$ cat src/macrocell_pkg.sv
// constants and mode encodings for the eight output macrocells
// assumes a single 20 MHz clock domain and a product-term array outside
//
// Contract
// - three global modes, registered, complex, simple, shared by all eight cells
// - sync mode bit and global arch bit pick the mode for every cell
// - configuration is two global bits plus twenty-four per-cell bits
// - polarity bit clear gives active low output, set gives active high
// - simple mode: direction bit clear is combinatorial output, set is input
// - simple mode when sync bit is one and arch bit is zero
// - registered mode fixes clock and enable pins, not usable as inputs
// - registered cells share one clock and one output-enable pin
// - registered mode: each cell registered output or combinatorial I/O
// - registered output sums eight terms; I/O sums seven, eighth enables
// - complex mode: clock and enable pins become inputs via outer feedback
// - complex mode: six cells may input; the two outer cells output only
// - complex mode: seven terms sum, one term drives output enable
// - simple mode outputs always driven, no enable control
// - simple mode outer cells feed back via neighbours; two centre cells fixed outputs
// - simple mode output uses at most eight product terms
// - registers capture on rising edge of the shared clock
// - registers clear at reset and accept a test preload
`default_nettype none
package macrocell_pkg;
   localparam int NUM_CELLS = 8;
   localparam int TERMS_PER_CELL = 8;
   localparam int NUM_TERMS = NUM_CELLS * TERMS_PER_CELL;
   localparam int OUTER_LO = 0;
   localparam int OUTER_HI = 7;
   localparam int CENTRE_LO = 3;
   localparam int CENTRE_HI = 4;
   localparam int OE_TERM = 0;
   localparam logic [7:0] REG_RESET = 8'h00;
   typedef enum logic [1:0] {
      MODE_SIMPLE = 2'b00,
      MODE_COMPLEX = 2'b01,
      MODE_REGISTERED = 2'b10
   } mode_e;
endpackage : macrocell_pkg
`default_nettype wire

$ cat src/output_macrocell.sv
// eight configurable output macrocells behind a product-term array
// assumes product terms arrive from same-clock logic; pins pass three flops
`default_nettype none
module output_macrocell
   import macrocell_pkg::*;
(
   input wire logic clk,
   input wire logic nrst,
   input wire logic syncModeBit,
   input wire logic globalArchSelect,
   input wire logic [7:0] polarityBit,
   input wire logic [7:0] ioDirectionBit,
   input wire logic [7:0] registeredCell,
   input wire logic [63:0] productTerm,
   input wire logic clockPin,
   input wire logic enablePin,
   input wire logic [7:0] padIn,
   input wire logic preloadEn,
   input wire logic [7:0] preloadData,
   output logic [7:0] padOut,
   output logic [7:0] padOe,
   output logic [7:0] feedback,
   output logic clockPinIn,
   output logic enablePinIn,
   output logic [1:0] mode
);
   // ************************************************
   // pin synchronisers and mode decode
   // ************************************************
   logic [2:0] clkSync;
   logic [2:0] oeSync;
   logic [7:0] padS1, padS2, padS3;
   logic clkLevel, oeLevel;
   logic [7:0] padLevel;

   always_ff @(posedge clk or negedge nrst) begin
      if (!nrst) begin
         clkSync <= 3'h0;
         oeSync <= 3'h7;
         padS1 <= 8'h00;
         padS2 <= 8'h00;
         padS3 <= 8'h00;
      end else begin
         clkSync <= {clkSync[1:0], clockPin};
         oeSync <= {oeSync[1:0], enablePin};
         padS1 <= padIn;
         padS2 <= padS1;
         padS3 <= padS2;
      end
   end

   // a change counts once the second and third stages agree
   always_ff @(posedge clk or negedge nrst) begin
      if (!nrst) begin
         clkLevel <= 1'b0;
         oeLevel <= 1'b1;
         padLevel <= 8'h00;
      end else begin
         if (clkSync[1] == clkSync[2]) clkLevel <= clkSync[2];
         if (oeSync[1] == oeSync[2]) oeLevel <= oeSync[2];
         padLevel <= (padS2 & padS3) | (padLevel & (padS2 ^ padS3));
      end
   end

   // sync bit set and arch bit clear is simple; arch bit set is complex
   wire mode_e curMode = syncModeBit ? (globalArchSelect ? MODE_COMPLEX : MODE_SIMPLE)
                                     : MODE_REGISTERED;
   wire isReg = (curMode == MODE_REGISTERED);
   wire isCplx = (curMode == MODE_COMPLEX);
   wire isSimple = (curMode == MODE_SIMPLE);
   wire clkRise = clkLevel & ~clkSync[2] ? 1'b0 : (~clkLevel & clkSync[2] & clkSync[1]);
   // masks used by the checks below
   localparam logic [NUM_CELLS-1:0] CENTRE_MASK = (8'h01 << CENTRE_LO) | (8'h01 << CENTRE_HI);
   localparam logic [NUM_TERMS-1:0] OE_TERM_MASK = {NUM_CELLS{8'h01 << OE_TERM}};

   // ************************************************
   // per-cell sums and output stage
   // ************************************************
   function automatic logic termOr(input logic [7:0] t, input logic useEight);
      termOr = useEight ? |t : |t[7:1];
   endfunction : termOr

   logic [7:0] cellReg;
   logic [7:0] next_cellReg;
   logic [7:0] combSum, fullSum, drvVal, drvOe, fbVal;
   logic [7:0] oeTermBits;

   always_comb begin
      for (int i = 0; i < NUM_CELLS; i++) begin
         fullSum[i] = termOr(productTerm[i*TERMS_PER_CELL +: TERMS_PER_CELL], 1'b1);
         combSum[i] = termOr(productTerm[i*TERMS_PER_CELL +: TERMS_PER_CELL], 1'b0);
         oeTermBits[i] = productTerm[i*TERMS_PER_CELL + OE_TERM];
         next_cellReg[i] = fullSum[i] ^ ~polarityBit[i];
         if (isReg && registeredCell[i]) begin
            drvVal[i] = cellReg[i];
            drvOe[i] = ~oeLevel;
            fbVal[i] = cellReg[i];
         end else if (isSimple) begin
            drvVal[i] = fullSum[i] ^ ~polarityBit[i];
            drvOe[i] = (i == CENTRE_LO || i == CENTRE_HI) ? 1'b1 : ~ioDirectionBit[i];
            fbVal[i] = padLevel[i];
         end else begin
            drvVal[i] = combSum[i] ^ ~polarityBit[i];
            drvOe[i] = oeTermBits[i];
            fbVal[i] = padLevel[i];
         end
      end
      // outer cells lose feedback in complex mode: pins arrive there instead
      if (isCplx) begin
         fbVal[OUTER_HI] = clkLevel;
         fbVal[OUTER_LO] = oeLevel;
      end
      // simple mode: outer cells feed back the neighbour's pad, centre cells none
      if (isSimple) begin
         fbVal[CENTRE_LO] = 1'b0;
         fbVal[CENTRE_HI] = 1'b0;
         fbVal[OUTER_LO] = padLevel[OUTER_LO + 1];
         fbVal[OUTER_HI] = padLevel[OUTER_HI - 1];
      end
   end

   always_ff @(posedge clk or negedge nrst) begin
      if (!nrst) cellReg <= REG_RESET;
      else if (preloadEn) cellReg <= preloadData;
      else if (isReg && clkRise) cellReg <= next_cellReg;
   end

   always_ff @(posedge clk or negedge nrst) begin
      if (!nrst) begin
         padOut <= 8'h00;
         padOe <= 8'h00;
         feedback <= 8'h00;
         clockPinIn <= 1'b0;
         enablePinIn <= 1'b0;
         // wakes as registered: registered cells stay floated until the enable pin settles
         mode <= MODE_REGISTERED;
      end else begin
         padOut <= drvVal;
         padOe <= drvOe;
         feedback <= fbVal;
         clockPinIn <= isReg ? 1'b0 : clkLevel;
         enablePinIn <= isReg ? 1'b0 : oeLevel;
         mode <= curMode;
      end
   end

   // ************************************************
   // checks
   // ************************************************
   a_simple_centre_driven: assert property (@(posedge clk) disable iff (!nrst)
      (mode == MODE_SIMPLE) |-> (padOe[CENTRE_LO] && padOe[CENTRE_HI]))
      else $error("centre cell not driven in simple mode");
   a_reg_pins_fixed: assert property (@(posedge clk) disable iff (!nrst)
      (mode == MODE_REGISTERED) |-> (!clockPinIn && !enablePinIn))
      else $error("clock or enable pin leaked as input");
   a_reg_holds_no_edge: assert property (@(posedge clk) disable iff (!nrst)
      (!clkRise && !preloadEn) |=> $stable(cellReg))
      else $error("register changed without clock edge");
   a_preload_loads: assert property (@(posedge clk) disable iff (!nrst)
      preloadEn |=> (cellReg == $past(preloadData)))
      else $error("preload not taken");
   a_simple_dir: assert property (@(posedge clk) disable iff (!nrst)
      (isSimple && ioDirectionBit[0]) |=> !padOe[0])
      else $error("input cell driven in simple mode");
   a_mode_decode: assert property (@(posedge clk) disable iff (!nrst)
      (syncModeBit && !globalArchSelect) |=> (mode == MODE_SIMPLE))
      else $error("simple mode not decoded");
   a_reg_oe_shared: assert property (@(posedge clk) disable iff (!nrst)
      (isReg && registeredCell[1] && oeLevel) |=> !padOe[1])
      else $error("registered output driven while enable high");
   a_cplx_outer_fb: assert property (@(posedge clk) disable iff (!nrst)
      isCplx |=> (feedback[OUTER_HI] == $past(clkLevel)))
      else $error("outer feedback not carrying clock pin");

   // ************************************************
   // registered mode checks
   // ************************************************
   a_reg_oe_enable: assert property (@(posedge clk) disable iff (!nrst)
      (isReg && !oeLevel)
      |=> ((padOe & $past(registeredCell)) == $past(registeredCell)))
      else $error("registered output not enabled");
   a_reg_oe_disable: assert property (@(posedge clk) disable iff (!nrst)
      (isReg && oeLevel)
      |=> ((padOe & $past(registeredCell)) == 8'h00))
      else $error("registered output driven while floated");
   a_reg_out_value: assert property (@(posedge clk) disable iff (!nrst)
      isReg
      |=> ((padOut & $past(registeredCell)) == ($past(cellReg) & $past(registeredCell))))
      else $error("registered cell not showing its register");
   a_reg_fb_value: assert property (@(posedge clk) disable iff (!nrst)
      isReg
      |=> ((feedback & $past(registeredCell)) == ($past(cellReg) & $past(registeredCell))))
      else $error("registered cell feedback wrong");
   a_reg_io_fb: assert property (@(posedge clk) disable iff (!nrst)
      isReg
      |=> ((feedback & ~$past(registeredCell)) == ($past(padLevel) & ~$past(registeredCell))))
      else $error("io cell feedback not from pad");
   a_reg_io_oe: assert property (@(posedge clk) disable iff (!nrst)
      isReg
      |=> ((padOe & ~$past(registeredCell)) == ($past(oeTermBits) & ~$past(registeredCell))))
      else $error("io cell enable not from its term");
   a_reg_io_seven: assert property (@(posedge clk) disable iff (!nrst)
      (isReg && ((productTerm & ~OE_TERM_MASK) == '0))
      |=> ((padOut & ~$past(registeredCell)) == (~$past(polarityBit) & ~$past(registeredCell))))
      else $error("enable term leaked into io sum");
   a_reg_load_edge: assert property (@(posedge clk) disable iff (!nrst)
      (isReg && clkRise && !preloadEn)
      |=> (cellReg == $past(next_cellReg)))
      else $error("register missed clock edge");
   a_no_load_other: assert property (@(posedge clk) disable iff (!nrst)
      (!isReg && !preloadEn)
      |=> $stable(cellReg))
      else $error("register loaded outside registered mode");
   a_preload_first: assert property (@(posedge clk) disable iff (!nrst)
      (preloadEn && isReg && clkRise)
      |=> (cellReg == $past(preloadData)))
      else $error("preload lost to clock edge");
   a_rise_single: assert property (@(posedge clk) disable iff (!nrst)
      clkRise
      |=> !clkRise)
      else $error("clock edge seen twice");
   a_rise_needs_pin: assert property (@(posedge clk) disable iff (!nrst)
      clkRise
      |-> (clkSync[1] && clkSync[2] && !clkLevel))
      else $error("clock edge without settled pin");

   // ************************************************
   // complex and simple mode checks
   // ************************************************
   a_cplx_oe_term: assert property (@(posedge clk) disable iff (!nrst)
      isCplx
      |=> (padOe == $past(oeTermBits)))
      else $error("complex enable not from its term");
   a_cplx_seven: assert property (@(posedge clk) disable iff (!nrst)
      (isCplx && ((productTerm & ~OE_TERM_MASK) == '0))
      |=> (padOut == ~$past(polarityBit)))
      else $error("enable term leaked into complex sum");
   a_cplx_outer_lo: assert property (@(posedge clk) disable iff (!nrst)
      isCplx
      |=> (feedback[OUTER_LO] == $past(oeLevel)))
      else $error("outer feedback not carrying enable pin");
   a_cplx_inner_fb: assert property (@(posedge clk) disable iff (!nrst)
      isCplx
      |=> (feedback[OUTER_HI-1:OUTER_LO+1] == $past(padLevel[OUTER_HI-1:OUTER_LO+1])))
      else $error("inner cell feedback not from pad");
   a_cplx_pins_in: assert property (@(posedge clk) disable iff (!nrst)
      isCplx
      |=> (clockPinIn == $past(clkLevel) && enablePinIn == $past(oeLevel)))
      else $error("pins not offered as inputs");
   a_simple_pins_in: assert property (@(posedge clk) disable iff (!nrst)
      isSimple
      |=> (clockPinIn == $past(clkLevel) && enablePinIn == $past(oeLevel)))
      else $error("pins not offered as inputs");
   a_simple_oe_dir: assert property (@(posedge clk) disable iff (!nrst)
      isSimple
      |=> (padOe == ($past(~ioDirectionBit) | CENTRE_MASK)))
      else $error("simple enable not from direction bit");
   a_simple_zero_sum: assert property (@(posedge clk) disable iff (!nrst)
      (isSimple && (productTerm == '0))
      |=> (padOut == ~$past(polarityBit)))
      else $error("polarity wrong for false sum");
   a_simple_full_sum: assert property (@(posedge clk) disable iff (!nrst)
      (isSimple && (&productTerm))
      |=> (padOut == $past(polarityBit)))
      else $error("polarity wrong for true sum");
   a_simple_swap_lo: assert property (@(posedge clk) disable iff (!nrst)
      isSimple
      |=> (feedback[OUTER_LO] == $past(padLevel[OUTER_LO+1])))
      else $error("low outer feedback not from neighbour");
   a_simple_swap_hi: assert property (@(posedge clk) disable iff (!nrst)
      isSimple
      |=> (feedback[OUTER_HI] == $past(padLevel[OUTER_HI-1])))
      else $error("high outer feedback not from neighbour");
   a_simple_centre_fb: assert property (@(posedge clk) disable iff (!nrst)
      isSimple
      |=> (!feedback[CENTRE_LO] && !feedback[CENTRE_HI]))
      else $error("centre cell has feedback");

   // ************************************************
   // decode and synchroniser checks
   // ************************************************
   a_mode_reg: assert property (@(posedge clk) disable iff (!nrst)
      !syncModeBit
      |=> (mode == MODE_REGISTERED))
      else $error("registered mode not decoded");
   a_mode_cplx: assert property (@(posedge clk) disable iff (!nrst)
      (syncModeBit && globalArchSelect)
      |=> (mode == MODE_COMPLEX))
      else $error("complex mode not decoded");
   a_mode_legal: assert property (@(posedge clk) disable iff (!nrst)
      1'b1
      |-> (mode inside {MODE_SIMPLE, MODE_COMPLEX, MODE_REGISTERED}))
      else $error("illegal mode reported");
   a_mode_follows: assert property (@(posedge clk) disable iff (!nrst)
      $changed(curMode)
      |=> (mode == $past(curMode)))
      else $error("mode output lags decode");
   a_clk_agree: assert property (@(posedge clk) disable iff (!nrst)
      (clkSync[1] == clkSync[2])
      |=> (clkLevel == $past(clkSync[2])))
      else $error("clock level ignores agreed stages");
   a_oe_agree: assert property (@(posedge clk) disable iff (!nrst)
      (oeSync[1] == oeSync[2])
      |=> (oeLevel == $past(oeSync[2])))
      else $error("enable level ignores agreed stages");
   a_pad_agree: assert property (@(posedge clk) disable iff (!nrst)
      (padS2 == padS3)
      |=> (padLevel == $past(padS3)))
      else $error("pad level ignores agreed stages");
   c_reg_mode: cover property (@(posedge clk) disable iff (!nrst) isReg && clkRise);
   c_cplx_mode: cover property (@(posedge clk) disable iff (!nrst) isCplx);
   c_simple_mode: cover property (@(posedge clk) disable iff (!nrst) isSimple);
   c_preload: cover property (@(posedge clk) disable iff (!nrst) preloadEn && isReg);
   c_simple_input: cover property (@(posedge clk) disable iff (!nrst) isSimple && |ioDirectionBit);
endmodule : output_macrocell
`default_nettype wire

$ cat config.mk
export PLATFORM = sky130hd
export DESIGN_NAME = output_macrocell
export DESIGN_NICKNAME = d
export VERILOG_FILES = /design/src/macrocell_pkg.sv /design/src/output_macrocell.sv
export SDC_FILE = /design/constraint.sdc
export NUM_CORES = 1
export LEC_CHECK = 0
export ABC_CLOCK_PERIOD_IN_PS = 1180
export BUFFER_PORTS_ARGS = -buffer_cell sky130_fd_sc_hd__buf_2
export CAP_MARGIN = 10
export CELL_PAD_IN_SITES_DETAIL_PLACEMENT = 1
export CELL_PAD_IN_SITES_GLOBAL_PLACEMENT = 2
export CORE_UTILIZATION = 26
export CTS_BUF_LIST = sky130_fd_sc_hd__clkbuf_4
export CTS_CLUSTER_DIAMETER = 120
export DETAILED_ROUTE_END_ITERATION = 8
export PLACE_DENSITY_LB_ADDON = 0.3
export SYNTH_ARGS = -nofsm -noshare
export SYNTH_HDL_FRONTEND = slang
export SYNTH_SLANG_ARGS = --single-unit
$ cat constraint.sdc
create_clock -name clk -period 1.18 [get_ports clk]
set_input_delay 0.118 -clock clk [delete_from_list [all_inputs] [get_ports clk]]
set_output_delay 0.118 -clock clk [all_outputs]
set_load 0.05 [all_outputs]
==> results_dict.tcl <==
set metrics [dict create \
    placed_area_mm2 0.004016 \
    io_pins 139 \
    cap_viol_max_count 0 \
    cp_top_family "flip-flops" \
    status "finished with violations" \
    path_cells "buf_8" \
    critPathLaunchType "register" \
    slowest_stage "dfstp_2" \
    syn_to_final_growth_pct 54.45 \
    fillers 1312 \
    viasPerCell 4.529 \
    fin_ws_ns -0.04575 \
    finalHoldViolations 0 \
    ant_nets 0 \
    cts.sinks 76 \
    intPower_mw 4.015 \
    cts_tree "yes" \
    fin_skew_ns 0.01448 \
    clkTransAtPathRegs_ns 0.13 \
    diodes 0 \
    clockRootBuffer "clkbuf_4" \
    routed_wl_um 9037 \
    die_y_um 110.6 \
    antenna_found_initial 0 \
    ir_drop_uv 547.9 \
    hpwl_um 6579 \
    final_util_pct 41.29 \
    rsz0062_at_grt "true" \
    initial_core_util_pct 26.73 \
    grt_pass1_vias 2908 \
    cp-end-kind "primary output" \
    grt.total_usage_pct 15.46 \
    path_buf_inv 1 \
    yosys_warnings 0 \
    finalSetupViolCount 2 \
    period_share_pct 103.9 \
    syn_avg_cell_area_um2 12.21 \
    path_class "register to primary output" \
    sw_frac_of_total_pct 30.59 \
    p_leak_nw 2.294 \
    cts_made_buffers 9 \
    grt_max_degree 29 \
    max_freq_mhz 815.8 \
    slew_headroom_pct 69.48 \
    design_area_mm2 0.004735 \
    slew_viol_final 0 \
    period_needed_ns 1.226 \
    place_ws_ns -0.08583 \
    finalNetCount 574 \
    gp_congestion 0.7505 \
    synthCells 251 \
    violations "negative setup slack" \
    critical-path-max-stage-delay_ns 0.56 \
    combPwrFrac_pct 22.4 \
    ys_ff_latch 76 \
    io_buffers 136 \
    synth_cell_types 33 \
    crit_required_ns 1.06 \
    cp_max_fo 1 \
    drive_gt1_share_pct 39.78 \
    drtIter0Drc 40 \
    wl_per_cell_um 14.99 \
    seq_power_share_pct 50.6 \
    worst_ep_arrival_time_ns 1.11 \
    clkLatencyLatePin_ns 0.41 \
    row_count 39 \
    syn-cell-area_mm2 0.003065 \
    grt.overflow.total 0 \
    p_per_area_mw_per_mm2 1222 \
    power.switching_mw 1.769 \
    first_pass_iters 4 \
    p_total_mw 5.784 \
    die_width_um 110.6 \
    synthesis.nets 370 \
    htreeDepth 3 \
    vias 2731 \
    clock_path_buffers 2 \
    dieArea_mm2 0.01223 \
    drc 0 \
    worst_pin_slew_ns 0.4537 \
    grt_first_pass_wirelength_um 14570 \
    clkPwrFrac_pct 27.0 \
    design.core.area_mm2 0.01147 \
    hold_path_class "input pin to register" \
    ys_seq_area_share_pct 62.24 \
]
-- final timing paths --
check                                  startpoint           to  slack (ns)  cells after the start
min in group asynchronous                    nrst  feedback[7]        0.15                      2
worst min register to register           padS1[0]     padS2[0]        0.36                      0
worst max-delay path                      mode[1]      mode[1]       -0.05                      1
worst max register to register           clkLevel   cellReg[5]           0                      4
max in group asynchronous                    nrst      oeLevel        0.48                      3
worst min-delay path            registeredCell[5]  feedback[5]        0.03                      4
-- power groups by stage --
stage	clock, mW	combinational, mW	sequential (mW)
3_5_place_dp	0	1.12	2.97
2_1_floorplan	0	0.277	3.29
3_3_place_gp	0	1.10	2.96
6_report	1.56	1.30	2.93
5_1_grt	1.75	1.41	2.95
4_1_cts	1.65	1.27	2.92
-- kinds of logic (layout without fill, tap and decap cells) --
family,count (synthesis),in the layout,share of synthesized area (%)
and+or+nand+nor,74,74,13.31
buffers and inverters,14,223,2.204
adders and majority gates,10,10,3.919
muxes,2,2,0.6531
xor gates and xnor gates,16,16,4.571
DFF,76,76,62.24
AOI/OAI and AO/OA,59,59,13.10
-- worst min-delay path, delay by kind of cell --
| family | cells | cell delay [ns] |
|---|---|---|
| buffers and inverters | 1 | 0.08 |
| AND/OR/NAND/NOR | 3 | 0.20 |
-- state kept, by name, summed over array words and instances (netlist names) --
register	cells
cellReg	8
feedback	8
padLevel	8
padOe	8
padOut	8
padS1	8
padS2	8
padS3	8
clkSync	3
oeSync	3
mode	2
clkLevel	1
clockPinIn	1
enablePinIn	1
oeLevel	1
-- layer usage --
layer | share of wire (%) | GRT usage, %
met2 | 49 | 26.54
met5 | 0 | 0
met3 | 5.8 | 4.281
met1 | 44 | 19.01
met4 | 0.94 | 4.178
-- area by class of cell --
type                            count  area, µm²  share of cell area [%]
Inverter                            9      33.78                  0.7135
Timing Repair Buffer              198       1376                   29.07
Multi-Input combinational cell    161       1104                   23.31
Clock buffer                        9      67.56                   1.427
Tap cell                          143      178.9                   3.779
Clock inverter                      7      66.31                   1.401
Sequential cell                    76       1908                   40.30
-- synthesized netlist by cell type --
master / instances / area [µm²]
nor2b_1: 5 / 31.28
dfstp_2: 5 / 131.4
o221ai_1: 1 / 8.760
ha_1: 8 / 100.1
xor2_1: 16 / 140.1
nand2b_4: 1 / 13.76
clkbuf_1: 1 / 3.750
maj3_1: 2 / 20.02
nand3_1: 9 / 45.04
dfrtp_1: 71 / 1777
nor4_2: 3 / 37.54
a21o_1: 8 / 60.06
o211ai_2: 4 / 50.05
nand2_1: 30 / 112.6
a22oi_1: 8 / 60.06
nor3_1: 8 / 40.04
nand2b_2: 1 / 8.760
nor4_1: 5 / 31.28
o211ai_1: 10 / 75.07
a21oi_1: 6 / 30.03
inv_1: 8 / 30.03
and2b_1: 5 / 37.54
inv_2: 1 / 3.750
mux2i_1: 2 / 20.02
buf_2: 3 / 15.01
a211oi_1: 3 / 22.52
o21ai_1: 9 / 45.04
nor2_1: 2 / 7.510
and4bb_1: 1 / 12.51
nor2_4: 1 / 11.26
o21ai_0: 10 / 50.05
buf_8: 1 / 15.01
and2_1: 3 / 18.77
-- through the flow --
stage,instances,setup TNS [ns],hold slack (ns)
detailed placement,538,-0.4439,0.06909
finish,603,-0.04879,0.02558
CTS,602,-0.3300,0.002062
floorplan,251,0,-0.1776
global route,603,-0.6286,0.02678
global placement,538,-0.1265,0.06476
-- cell usage in the layout, fill, tap and decap left out, types with 6 or more instances in the layout --
master	n
o211ai_1	10
buf_2	109
nand2_1	30
buf_4	31
xor2_1	16
ha_1	8
nor3_1	8
a21o_1	8
dlygate4sd3_1	46
a21oi_1	6
clkbuf_4	14
dfrtp_1	71
o21ai_1	15
inv_1	8
a22oi_1	7
nand3_1	9
-- what timing repair did --
action                                  4_1_cts  5_1_grt
endpoints found under the setup margin       18       28
setup buffers                                 2        1
hold endpoints to repair                    106        0
hold buffers                                 46        0
pin swaps                                     7        0
resized for setup                            21       32
Power figures use the tool's default switching activity.
